[src/hw/asr_pkg.sv]
/*
 * Shared constants of the averaging converter serial readout port:
 * word layout, pin indices, timing counts and reset values.
 * Assumes a single 20 MHz system clock on the device side.
 */
package asr_pkg;

    // Output word layout
    localparam int RES_W = 24;
    localparam int CNT_W = 16;
    localparam int WORD_W = 40;
    localparam int ACC_W = 48;
    localparam int NCNT_W = 17;
    localparam int SHIFT_W = 5;
    localparam int RISE_W = 5;

    // Field positions inside the word
    localparam int WORD_MSB = 39;
    localparam int RES_LSB = 16;

    // Reset and limit values
    localparam logic [WORD_W-1:0] WORD_RST = 40'h00_0000_0000;
    localparam logic [ACC_W-1:0] ACC_RST = 48'h0000_0000_0000;
    localparam logic [CNT_W-1:0] CNT_MAX = 16'hffff;
    localparam logic [RES_W-1:0] RES_MAX = 24'hffffff;
    localparam logic [NCNT_W-1:0] N_SAT = 17'h10000;
    localparam logic [SHIFT_W-1:0] SHIFT_MAX = 5'h10;

    // A read ends when a conversion cycle sees none or more than this many edges
    localparam logic [RISE_W-1:0] READ_END_EDGES = 5'h13;
    localparam logic [RISE_W-1:0] RISE_SAT = 5'h14;

    // Pin synchroniser slots
    localparam int PIN_N = 4;
    localparam int PIN_SCK = 0;
    localparam int PIN_GATE = 1;
    localparam int PIN_CHAIN = 2;
    localparam int PIN_STROBE = 3;
    // Idle pin levels; the gate rests high so a reset never drives a shared line
    localparam logic [PIN_N-1:0] PIN_IDLE = 4'h2;

    // Timing
    localparam int T_CLK_NS = 50;
    localparam int T_CONV_NS = 500;
    localparam int CONV_CYC = (T_CONV_NS + T_CLK_NS - 1) / T_CLK_NS;
    localparam logic [7:0] CONV_LAST = 8'(CONV_CYC - 1);

    // Result buffer shape
    localparam int FIFO_DEPTH = 8;

endpackage

[src/hw/asr_fifo.sv]
/*
 * Small synchronous FIFO carrying conversion results toward the
 * averaging accumulator. Depth must be a power of two.
 * Assumes both sides run on the same clock.
 */
`timescale 1ns/1ps

module asr_fifo #(
    parameter int WIDTH = 24,
    parameter int DEPTH = 8
) (
    // Clock and reset
    input wire logic clk,
    input wire logic rst_b,
    // Filling side
    input wire logic in_valid,
    input wire logic [WIDTH-1:0] in_data,
    output logic in_ready,
    // Draining side
    output logic out_valid,
    output logic [WIDTH-1:0] out_data,
    input wire logic out_ready
);
    localparam int AW = $clog2(DEPTH);

    logic [WIDTH-1:0] mem [DEPTH];
    logic [AW-1:0] wr_ptr;
    logic [AW-1:0] rd_ptr;
    logic [AW:0] fill;
    logic [AW:0] next_fill;
    logic push;
    logic pop;

    // Handshakes on both sides
    assign push = in_valid && in_ready;
    assign pop = out_valid && out_ready;
    assign out_data = mem[rd_ptr];

    // Fill level after this cycle
    always_comb begin
        next_fill = fill + {{AW{1'b0}}, push} - {{AW{1'b0}}, pop};
    end

    // Storage has no reset; only pointers, fill level and flags have one
    always_ff @(posedge clk) begin
        if (push) begin
            mem[wr_ptr] <= in_data;
        end
    end

    // Pointers and registered flags, so ready and valid come from flops
    always_ff @(posedge clk) begin
        if (!rst_b) begin
            wr_ptr <= '0;
            rd_ptr <= '0;
            fill <= '0;
            in_ready <= 1'b1;
            out_valid <= 1'b0;
        end else begin
            if (push) begin
                wr_ptr <= wr_ptr + 1'b1;
            end
            if (pop) begin
                rd_ptr <= rd_ptr + 1'b1;
            end
            fill <= next_fill;
            in_ready <= next_fill != (AW+1)'(DEPTH);
            out_valid <= next_fill != '0;
        end
    end

endmodule // asr_fifo

[src/hw/asr_readout.sv]
/*
 * Serial readout port of an averaging 24-bit converter: conversion
 * timing strobe, averaging accumulator, 40-bit output word shifted out
 * on the shift clock, in normal (gated) or chain mode.
 * Assumes all pins are asynchronous to clk and much slower than it;
 * results arrive from the converter core on a valid/ready port.
 */

`timescale 1ns/1ps

module asr_readout (
    // Clock and reset
    input wire logic clk,
    input wire logic rst_b,
    // Serial pins
    input wire logic sck_pin,
    input wire logic readout_gate_or_link_in,
    input wire logic link_select,
    input wire logic convert_strobe,
    output logic sdo_out,
    output logic sdo_oe_b,
    output logic busy,
    // Conversion results from the core
    input wire logic conv_valid,
    input wire logic [asr_pkg::RES_W-1:0] conv_data,
    output logic conv_ready
);
    typedef enum logic {
        ASR_IDLE = 1'b0,
        ASR_CONV = 1'b1
    } asr_conv_e;

    logic [asr_pkg::PIN_N-1:0] pin_raw;
    logic [asr_pkg::PIN_N-1:0] sync1;
    logic [asr_pkg::PIN_N-1:0] sync2;
    logic [asr_pkg::PIN_N-1:0] sync3;
    logic [asr_pkg::PIN_N-1:0] pin_q;
    logic sck_prev;
    logic strobe_prev;
    logic sck_rise;
    logic strobe_rise;
    logic chain_mode;
    logic gate_or_sdi;
    logic shift_allowed;
    logic shift_en;
    asr_conv_e conv_state;
    logic [7:0] conv_cnt;
    logic busy_fall;
    logic in_read;
    logic start_read;
    logic end_read;
    logic reload;
    logic [asr_pkg::RISE_W-1:0] rise_cnt;
    logic [asr_pkg::ACC_W-1:0] acc;
    logic [asr_pkg::NCNT_W-1:0] n_acc;
    logic [asr_pkg::WORD_W-1:0] shreg;
    logic [asr_pkg::WORD_W-1:0] avg_word;
    logic [asr_pkg::RES_W-1:0] avg;
    logic [asr_pkg::CNT_W-1:0] cnt_field;
    logic [asr_pkg::ACC_W-1:0] acc_shifted;
    logic fifo_valid;
    logic fifo_ready;
    logic [asr_pkg::RES_W-1:0] fifo_data;
    logic take;

    // Averaging divisor exponent: smallest power of two not below n
    function automatic logic [asr_pkg::SHIFT_W-1:0] avg_shift(input logic [asr_pkg::NCNT_W-1:0] n);
        logic [asr_pkg::SHIFT_W-1:0] k;
        k = '0;
        for (int i = 0; i < asr_pkg::NCNT_W - 1; i++) begin
            if (n > (asr_pkg::NCNT_W'(1) << i)) begin
                k = asr_pkg::SHIFT_W'(i + 1);
            end
        end
        return k;
    endfunction

    assign pin_raw[asr_pkg::PIN_SCK] = sck_pin;
    assign pin_raw[asr_pkg::PIN_GATE] = readout_gate_or_link_in;
    assign pin_raw[asr_pkg::PIN_CHAIN] = link_select;
    assign pin_raw[asr_pkg::PIN_STROBE] = convert_strobe;

    // Three-stage pin synchronisers; a level counts once stages two and three agree
    for (genvar i = 0; i < asr_pkg::PIN_N; i++) begin : g_sync
        always_ff @(posedge clk) begin
            if (!rst_b) begin
                sync1[i] <= asr_pkg::PIN_IDLE[i];
                sync2[i] <= asr_pkg::PIN_IDLE[i];
                sync3[i] <= asr_pkg::PIN_IDLE[i];
                pin_q[i] <= asr_pkg::PIN_IDLE[i];
            end else begin
                sync1[i] <= pin_raw[i];
                sync2[i] <= sync1[i];
                sync3[i] <= sync2[i];
                if (sync2[i] == sync3[i]) begin
                    pin_q[i] <= sync3[i];
                end
            end
        end
    end

    // Edge detectors on the filtered pins
    always_ff @(posedge clk) begin
        if (!rst_b) begin
            sck_prev <= 1'b0;
            strobe_prev <= 1'b0;
        end else begin
            sck_prev <= pin_q[asr_pkg::PIN_SCK];
            strobe_prev <= pin_q[asr_pkg::PIN_STROBE];
        end
    end

    assign sck_rise = pin_q[asr_pkg::PIN_SCK] && !sck_prev;
    assign strobe_rise = pin_q[asr_pkg::PIN_STROBE] && !strobe_prev;
    assign chain_mode = pin_q[asr_pkg::PIN_CHAIN];
    assign gate_or_sdi = pin_q[asr_pkg::PIN_GATE];

    // Shift clock counts only while driving; a gated device ignores it
    assign shift_allowed = chain_mode || !gate_or_sdi;
    assign shift_en = sck_rise && shift_allowed && !reload;

    // Conversion timing: strobe rise starts busy, fixed count ends it
    always_ff @(posedge clk) begin
        if (!rst_b) begin
            conv_state <= ASR_IDLE;
            conv_cnt <= '0;
            busy <= 1'b0;
            busy_fall <= 1'b0;
        end else begin
            busy_fall <= 1'b0;
            unique case (conv_state)
                ASR_IDLE: begin
                    if (strobe_rise) begin
                        conv_state <= ASR_CONV;
                        conv_cnt <= asr_pkg::CONV_LAST;
                        busy <= 1'b1;
                    end
                end
                ASR_CONV: begin
                    if (conv_cnt == '0) begin
                        conv_state <= ASR_IDLE;
                        busy <= 1'b0;
                        busy_fall <= 1'b1;
                    end else begin
                        conv_cnt <= conv_cnt - 1'b1;
                    end
                end
            endcase
        end
    end

    // Read boundaries; the same in both modes
    assign start_read = sck_rise && shift_allowed && !in_read;
    assign end_read = busy_fall && in_read && (rise_cnt == '0 || rise_cnt > asr_pkg::READ_END_EDGES);
    assign reload = busy_fall && (!in_read || end_read);

    // Rising edges seen in the current conversion cycle, saturating
    always_ff @(posedge clk) begin
        if (!rst_b) begin
            rise_cnt <= '0;
        end else if (busy_fall) begin
            rise_cnt <= '0;
        end else if (sck_rise && shift_allowed && rise_cnt != asr_pkg::RISE_SAT) begin
            rise_cnt <= rise_cnt + 1'b1;
        end
    end

    // Read in progress flag; an edge on the closing cycle does not open the next one
    always_ff @(posedge clk) begin
        if (!rst_b) begin
            in_read <= 1'b0;
        end else if (start_read) begin
            in_read <= 1'b1;
        end else if (end_read) begin
            in_read <= 1'b0;
        end
    end

    // Results wait here; drain stalls on the reload cycle so the word is coherent
    asr_fifo #(
        .WIDTH(asr_pkg::RES_W),
        .DEPTH(asr_pkg::FIFO_DEPTH)
    ) u_fifo (
        .clk(clk),
        .rst_b(rst_b),
        .in_valid(conv_valid),
        .in_data(conv_data),
        .in_ready(conv_ready),
        .out_valid(fifo_valid),
        .out_data(fifo_data),
        .out_ready(fifo_ready)
    );

    assign fifo_ready = !busy_fall;
    assign take = fifo_valid && fifo_ready;

    // Accumulator restarts at a read start; wraps only after 2^24 samples
    always_ff @(posedge clk) begin
        if (!rst_b) begin
            acc <= asr_pkg::ACC_RST;
            n_acc <= '0;
        end else if (start_read) begin
            acc <= take ? {{(asr_pkg::ACC_W - asr_pkg::RES_W){1'b0}}, fifo_data} : asr_pkg::ACC_RST;
            n_acc <= take ? asr_pkg::NCNT_W'(1) : '0;
        end else if (take) begin
            acc <= acc + {{(asr_pkg::ACC_W - asr_pkg::RES_W){1'b0}}, fifo_data};
            if (n_acc != asr_pkg::N_SAT) begin
                n_acc <= n_acc + 1'b1;
            end
        end
    end

    // Average and count fields of the next word
    always_comb begin
        acc_shifted = acc >> avg_shift(n_acc);
        if (acc_shifted[asr_pkg::ACC_W-1:asr_pkg::RES_W] != '0) begin
            avg = asr_pkg::RES_MAX;
        end else begin
            avg = acc_shifted[asr_pkg::RES_W-1:0];
        end
        if (n_acc == '0) begin
            cnt_field = '0;
        end else if (n_acc[asr_pkg::NCNT_W-1]) begin
            cnt_field = asr_pkg::CNT_MAX;
        end else begin
            cnt_field = n_acc[asr_pkg::CNT_W-1:0] - 1'b1;
        end
        avg_word = {avg, cnt_field};
    end

    // Output word: reload at read end or at a busy fall outside a read, else shift per edge, link data in at LSB
    always_ff @(posedge clk) begin
        if (!rst_b) begin
            shreg <= asr_pkg::WORD_RST;
        end else if (reload) begin
            shreg <= avg_word;
        end else if (shift_en) begin
            shreg <= {shreg[asr_pkg::WORD_MSB-1:0], chain_mode && gate_or_sdi};
        end
    end

    // Pin drivers; MSB is always present, so a falling gate shows it at once
    always_ff @(posedge clk) begin
        if (!rst_b) begin
            sdo_out <= 1'b0;
            sdo_oe_b <= 1'b1;
        end else begin
            sdo_out <= shreg[asr_pkg::WORD_MSB];
            sdo_oe_b <= !(chain_mode || !gate_or_sdi);
        end
    end
endmodule // asr_readout

[config.mk]
export PLATFORM = sky130hd
export DESIGN_NAME = asr_readout
export DESIGN_NICKNAME = d
export VERILOG_FILES = /design/src/hw/asr_pkg.sv /design/src/hw/asr_fifo.sv /design/src/hw/asr_readout.sv
export SDC_FILE = /design/constraint.sdc
export NUM_CORES = 1
export LEC_CHECK = 0
export ABC_CLOCK_PERIOD_IN_PS = 10650
export BUFFER_PORTS_ARGS = -buffer_cell sky130_fd_sc_hd__buf_4
export CAP_MARGIN = 5
export CELL_PAD_IN_SITES_DETAIL_PLACEMENT = 1
export CELL_PAD_IN_SITES_GLOBAL_PLACEMENT = 2
export CORE_ASPECT_RATIO = 0.9
export CORE_MARGIN = 2
export CORE_UTILIZATION = 46
export CTS_CLUSTER_DIAMETER = 60
export DETAILED_ROUTE_END_ITERATION = 12
export PLACE_DENSITY = 0.84
export SYNTH_ARGS = -nofsm -noshare
export SYNTH_HDL_FRONTEND = slang
export SYNTH_HIERARCHICAL = 1
export SYNTH_SLANG_ARGS = --single-unit
[constraint.sdc]
create_clock -name clk -period 10.65 [get_ports clk]
set_input_delay 1.065 -clock clk [delete_from_list [all_inputs] [get_ports clk]]
set_output_delay 1.065 -clock clk [all_outputs]
set_load 0.01 [all_outputs]
==> results of run 1 <==
[worst register-to-register path, cell delays in order, from the launching register on]
cell and delay [ns]:
dfxtp_1 0.48, or4_1 0.74, nor4_2 0.59, a21o_1 0.19
buf_4 0.33, nand2b_1 0.44, nor2_4 0.41, buf_4 0.57
mux2i_1 0.43, nand3_1 0.14, o31a_1 0.34, o2bb2ai_1 0.26
nand4bb_1 0.17, a21oi_2 0.16, buf_4 0.35, a221oi_1 0.16
[routing by layer]
layer / vias to the layer above / GRT usage, % / share of wire (%)
met5: - / 0 / 0
met4: 0 / 9.11 / 3.3
met3: 103 / 3.33 / 3.9
met2: 299 / 42.6 / 49
met1: 7123 / 33.0 / 44
li1: 6554 / - / -
[sequential cells by signal, summed over array words and instances, names as in the netlist, 5 cells and up, named ones only]
signal and flops:
rise_cnt 5, acc 48, shreg 40, u_fifo/mem 192, n_acc 17, conv_cnt 8
[worst min-delay path by stage]
stage | start | endpoint | slack (ns)
floorplan | sync1[1] | sync2[1] | 0.39
global placement | sync1[1] | sync2[1] | 0.40
detailed placement | sync1[1] | sync2[1] | 0.40
CTS | sync1[1] | sync2[1] | 0.43
global route | sync1[1] | sync2[1] | 0.43
finish | sync1[1] | sync2[1] | 0.42
[cells in the mapped netlist (all sizes together) (14+ instances only)]
library cell / instances / area (sq um)
nand2b: 14 / 87.6
nand3: 53 / 265
mux2i: 90 / 901
xnor2: 22 / 193
o31ai: 21 / 158
mux4: 50 / 1130
and3: 24 / 150
buf: 47 / 335
nand2: 170 / 641
nor2: 120 / 460
a221oi: 25 / 325
ha: 38 / 475
o21ai: 98 / 490
mux2: 29 / 383
nor3: 42 / 210
inv: 42 / 158
a31oi: 17 / 106
edfxtp: 192 / 5770
a21oi: 127 / 654
a22oi: 19 / 143
or4: 15 / 113
dfxtp: 157 / 3140
a211oi: 25 / 188
or3: 19 / 119
clkbuf: 79 / 297
xor2: 29 / 254
and2: 22 / 138
[report_power, final]
part | total, mW | internal, mW | leakage, nW | switching (mW)
clock | 1.40 | 0.820 | 0.653 | 0.578
sequential | 1.69 | 1.54 | 3.02 | 0.145
combinational | 1.90 | 0.802 | 3.66 | 1.09
[final cells by class]
type / instances / area [sq um]
Fill cell: 4225 / 19100
Sequential cell: 349 / 8910
Timing Repair Buffer: 66 / 495
Tap cell: 532 / 666
Inverter: 42 / 158
Clock inverter: 20 / 255
Multi-Input combinational cell: 1228 / 9010
Clock buffer: 52 / 1080
[through the flow]
stage	hold slack [ns]	total power, mW	std cells	util [%]
after global routing	0.432	5.28	2289	51.8
after global placement	0.396	3.52	2217	48.4
final	0.421	4.98	2289	51.8
after detailed placement	0.399	3.59	2217	48.4
after CTS	0.429	5.02	2289	51.8
after floorplan	0.386	3.12	1745	-
[kinds of logic after synthesis]
group	share of synthesized area, %
AOI/OAI and AO/OA	16.5
and+or+nand+nor	13.4
buffers and inverters	4.24
xor gates and xnor gates	2.40
adders and majority gates	2.77
muxes	12.9
DFF	47.8
==> results.json, run 1 <==
{
  "final-hold-violation-count": 0,
  "overflow": 0,
  "synth_cell_types": 84,
  "place_hpwl_microns": 34700,
  "antenna_found_initial": 0,
  "fp.coreArea_sq_mm": 0.0397,
  "die_w_microns": 216,
  "crit_top_cell": "buf_4",
  "min_path_cells": 1,
  "ant_nets": 0,
  "drive_above_1_share_pct": 14.7,
  "peakVddDrop_mv": 0.166,
  "slew_viol_final": 0,
  "avgRoutedWirePerCell_microns": 22.9,
  "final_cell_mix": "edfxtp_1, nand2_1, dfxtp_1",
  "path_cells": "or4_1, nor4_2, a21o_1, buf_4, nand2b_1, nor2_4, buf_4, mux2i_1, nand3_1, o31a_1, o2bb2ai_1, nand4bb_1, a21oi_2, buf_4, a221oi_1",
  "fin_worst_skew_ns": 0.0360,
  "port_buffers": 34,
  "ys_seq_area_share_pct": 47.8,
  "reg2regPathDepth": 15,
  "ys_seq_elements": 349,
  "period_minus_slack_ns": 5.93,
  "dpl-instance-area_sq_mm": 0.0192,
  "powerDensity_mw_per_mm2": 242,
  "gp_congestion": 0.854,
  "final_common_cell": "edfxtp_1",
  "leakagePower_nw": 7.33,
  "drv_cap": 0,
  "status": "completed",
  "end_kind": "flop",
  "postCtsHoldBufs": 0,
  "setup_ws_ns": 4.72,
  "syn_inst": 1745,
  "synthArstFlopShare_pct": 0,
  "htree_levels": 2,
  "post_cts_buffers": 0,
  "drt-pass1-iter-count": 5,
  "rrSetupSlack_ns": 4.72,
  "grt_use_total_pct": 25.1,
  "cts.sinks": 349,
  "setup_tns_ns": 0,
  "path_depth": 15,
  "synth-edff-count": 192,
  "layout.nets": 1798,
  "fmax_ghz": 0.169,
  "crit_path_max_incr_delay_ns": 0.74,
  "synth_area_sq_mm": 0.0186,
  "avgSynthCellArea_sq_um": 10.7,
  "vias_per_cell": 6.15,
  "ios": 35,
  "slew_headroom_pct": 28.9,
  "max_slew.worst_pin.slew_ns": 1.06,
  "period_share_pct": 55.7,
  "rsz0062_at_grt": "no",
  "drt_wl_total_microns": 52400,
  "crit_arrival_ns": 6.33,
  "post-route-cell-area_sq_mm": 0.0206,
  "cts_buffers": 40,
  "cts_tree": "done",
  "dp_slack_ns": 4.78,
  "r2r-start": "n_acc[7]",
  "grt_pass1_vias": 14700,
  "die_height_microns": 195,
  "critPathBufInv": 3,
  "area_growth_syn_to_layout_pct": 10.4,
  "num_vias": 14100,
  "worstSetupStartpoint": "n_acc[7]",
  "cp_slowest_cell": "or4_1",
  "grt_max_degree": 58,
  "drc": 0,
  "core.rowCount": 69,
  "cts_buffer_depth": 3,
  "endpoint": "shreg[29]",
  "crit_fanout": 43,
  "r2r-end": "shreg[29]",
  "drt-initial-drc-count": 874,
  "hp-class": "flop to flop",
  "crit_family": "simple AND/OR/NAND/NOR gates",
  "synthesis.nets": 1816,
  "finalSetupViolations": 0,
  "cts_resized": 0,
  "diodes": 0,
  "dieArea_sq_mm": 0.0421,
  "worstSetupPathType": "flop to flop",
  "initial_utilization_pct": 46.9,
  "clkTransAtPathRegs_ns": 0.06,
  "root_buffer": "clkbuf_16",
  "clock_latency_ns": 0.57,
  "worstSetupStartpointType": "flop",
  "synth_ff_type": "edfxtp_1",
  "grt_pass1_wl_microns": 83900,
  "crit_required_ns": 11.05,
  "yosys_warnings": 6
}
(Power assumes the default switching activity.)
==> run 2, diff against run 1 <==
--- a/config.mk
+++ b/config.mk
@@ -5,17 +5,17 @@
 export SDC_FILE = /design/constraint.sdc
 export NUM_CORES = 1
 export LEC_CHECK = 0
-export ABC_CLOCK_PERIOD_IN_PS = 10650
+export ABC_CLOCK_PERIOD_IN_PS = 5200
 export BUFFER_PORTS_ARGS = -buffer_cell sky130_fd_sc_hd__buf_4
 export CAP_MARGIN = 5
 export CELL_PAD_IN_SITES_DETAIL_PLACEMENT = 1
 export CELL_PAD_IN_SITES_GLOBAL_PLACEMENT = 2
 export CORE_ASPECT_RATIO = 0.9
 export CORE_MARGIN = 2
-export CORE_UTILIZATION = 46
+export CORE_UTILIZATION = 39
 export CTS_CLUSTER_DIAMETER = 60
 export DETAILED_ROUTE_END_ITERATION = 12
-export PLACE_DENSITY = 0.84
+export PLACE_DENSITY = 0.76
 export SYNTH_ARGS = -nofsm -noshare
 export SYNTH_HDL_FRONTEND = slang
 export SYNTH_HIERARCHICAL = 1
==> constraint.sdc (replaced) <==
create_clock -name clk -period 5.2 [get_ports clk]
set_input_delay 0.52 -clock clk [delete_from_list [all_inputs] [get_ports clk]]
set_output_delay 0.52 -clock clk [all_outputs]
set_load 0.01 [all_outputs]
==> run 2 against run 1 <==
  * Utilization shrank 7.0 points
  * Critical path depth shrank 1
  * Sequential power grew 98%
  * Die area grew 18%
  * Final area grew 2.3%
  * Critical path type unchanged
==> results.json, run 2 (synthesis gave the netlist of run 1 again) <==
{
  "status": "completed",
  "period_share_pct": 91.6,
  "final_util_pct": 44.8,
  "crit_top_cell": "or4_1",
  "cts.sinks": 349,
  "avgRoutedWirePerCell_microns": 21.9,
  "combPwrFrac_pct": 39.5,
  "regMostFlops": "u_fifo/mem",
  "postCtsHoldBufs": 0,
  "slew_headroom_pct": 35.2,
  "cp_slowest_cell": "or4_1",
  "final-hold-violation-count": 0,
  "power_frac_seq_pct": 32.4,
  "area_growth_syn_to_layout_pct": 12.9,
  "max_slew.worst_pin.slew_ns": 0.968,
  "fin_worst_skew_ns": 0.0320,
  "cts_tree": "done",
  "diodes": 0,
  "clock_latency_ns": 0.59,
  "core.rowCount": 75,
  "antenna_found_initial": 0,
  "peakVddDrop_mv": 0.408,
  "grtUsageMet3_pct": 2.60,
  "grt_use_total_pct": 21.8,
  "crit_arrival_ns": 5.17,
  "grt_max_degree": 43,
  "period_minus_slack_ns": 4.77,
  "ios": 35,
  "worstSetupPathType": "flop to flop",
  "p_total_mw": 10.3,
  "post_cts_buffers": 0,
  "crit_fanout": 21,
  "grt.busiest_layer": "met2",
  "cts_buffer_depth": 3,
  "overflow": 0,
  "path_cells": "or4_1, or4_1, a211o_1, a2111oi_4, buf_4, nor3_1, a21oi_1, mux2i_1, o31a_1, o2bb2ai_1, nand4bb_1, a21oi_2, buf_12, a221oi_1",
  "die_height_microns": 211,
  "gp_congestion": 0.879,
  "swShare_pct": 36.6,
  "htree_levels": 2,
  "timing.hold.ws_ns": 0.119,
  "num_vias": 14100,
  "drv_cap": 0,
  "drt-pass1-iter-count": 6,
  "port_buffers": 34,
  "ant_nets": 0,
  "drt_wl_total_microns": 53000,
  "crit_path_max_incr_delay_ns": 0.58,
  "root_buffer": "clkbuf_16",
  "fmax_ghz": 0.210,
  "clockPowerShare_pct": 28.1,
  "grt_pass1_vias": 14600,
  "drive_above_1_share_pct": 16.9,
  "leakagePower_nw": 7.54,
  "drt-initial-drc-count": 960,
  "die_w_microns": 234,
  "rrSetupSlack_ns": 0.43,
  "end_kind": "flop",
  "initial_utilization_pct": 39.7,
  "p_int_mw": 6.55,
  "crit_required_ns": 5.61,
  "vias_per_cell": 5.83,
  "drc": 0,
  "layout.nets": 1838,
  "final_common_cell": "edfxtp_1",
  "reg_top3": "u_fifo/mem x192, acc x48, shreg x40",
  "reg2regPathDepth": 14,
  "setup_tns_ns": 0,
  "met2_usage_pct": 37.1,
  "finalSetupViolations": 0,
  "hp-class": "input port to flop",
  "min_path_cells": 2,
  "fin_cells": 2415,
  "final_cell_mix": "edfxtp_1, nand2_1, dfxtp_1",
  "worstSetupStartpointType": "flop",
  "clkTransAtPathRegs_ns": 0.06,
  "dpl.cell_count": 2339,
  "p_switching_mw": 3.79,
  "slew_viol_final": 0,
  "met1_usage_pct": 29.5,
  "grt_pass1_wl_microns": 85000,
  "dieArea_sq_mm": 0.0496,
  "powerDensity_mw_per_mm2": 491,
  "cts_buffers": 42,
  "fp.coreArea_sq_mm": 0.0469,
  "largest_reg_flops": 192,
  "rsz0062_at_grt": "no",
  "place_hpwl_microns": 36700
}
[run 2: per-stage QoR]
step,worst slack [ns],cell area (sq um)
after floorplan,0.560,18600
after global placement,0.482,19600
after detailed placement,0.410,19600
after CTS,0.376,21000
after global routing,0.0768,21000
final,0.435,21000
[run 2: routing by layer]
metal  up-vias  share of wire, %
li1       6647                 -
met1      7116                46
met2       250                49
met3        66               3.7
met4         0               1.9
met5         -                 0
[run 2: power groups by stage]
stage	combinational [mW]	clock (mW)	sequential, mW
2_1_floorplan	3.07	0	3.32
6_report	4.08	2.91	3.35
4_1_cts	4.08	2.98	3.35
3_5_place_dp	4.04	0	3.41
3_3_place_gp	3.98	0	3.40
5_1_grt	4.51	3.08	3.38
[run 2: worst paths after layout]
kind / start / end
setup / recovery: n_acc[7] / shreg[29]
hold / removal: readout_gate_or_link_in / sync1[1]
setup reg to reg: n_acc[7] / shreg[29]
hold reg to reg: sync1[1] / sync2[1]
[run 2: area by class of cell]
type                            instances  area [sq um]
Clock buffer                           52          1130
Fill cell                            5066         25900
Clock inverter                         24           253
Sequential cell                       349          8910
Inverter                               42           158
Timing Repair Buffer                  104           793
Multi-Input combinational cell       1228          9020
Tap cell                              616           771
[run 2: what timing repair did]
item,in CTS,in global routing
resized for setup,0,4
setup endpoints to repair,0,13
endpoints found under the hold margin,0,0
[run 2: critical path: cells and delay by family, from the launching register on]
kind                   cells  cell delay, ns
AO/OA/AOI/OAI              7            2.12
buffers and inverters      2            0.48
flip-flops                 1            0.31
multiplexers               1            0.27
AND/OR/NAND/NOR            4            1.39
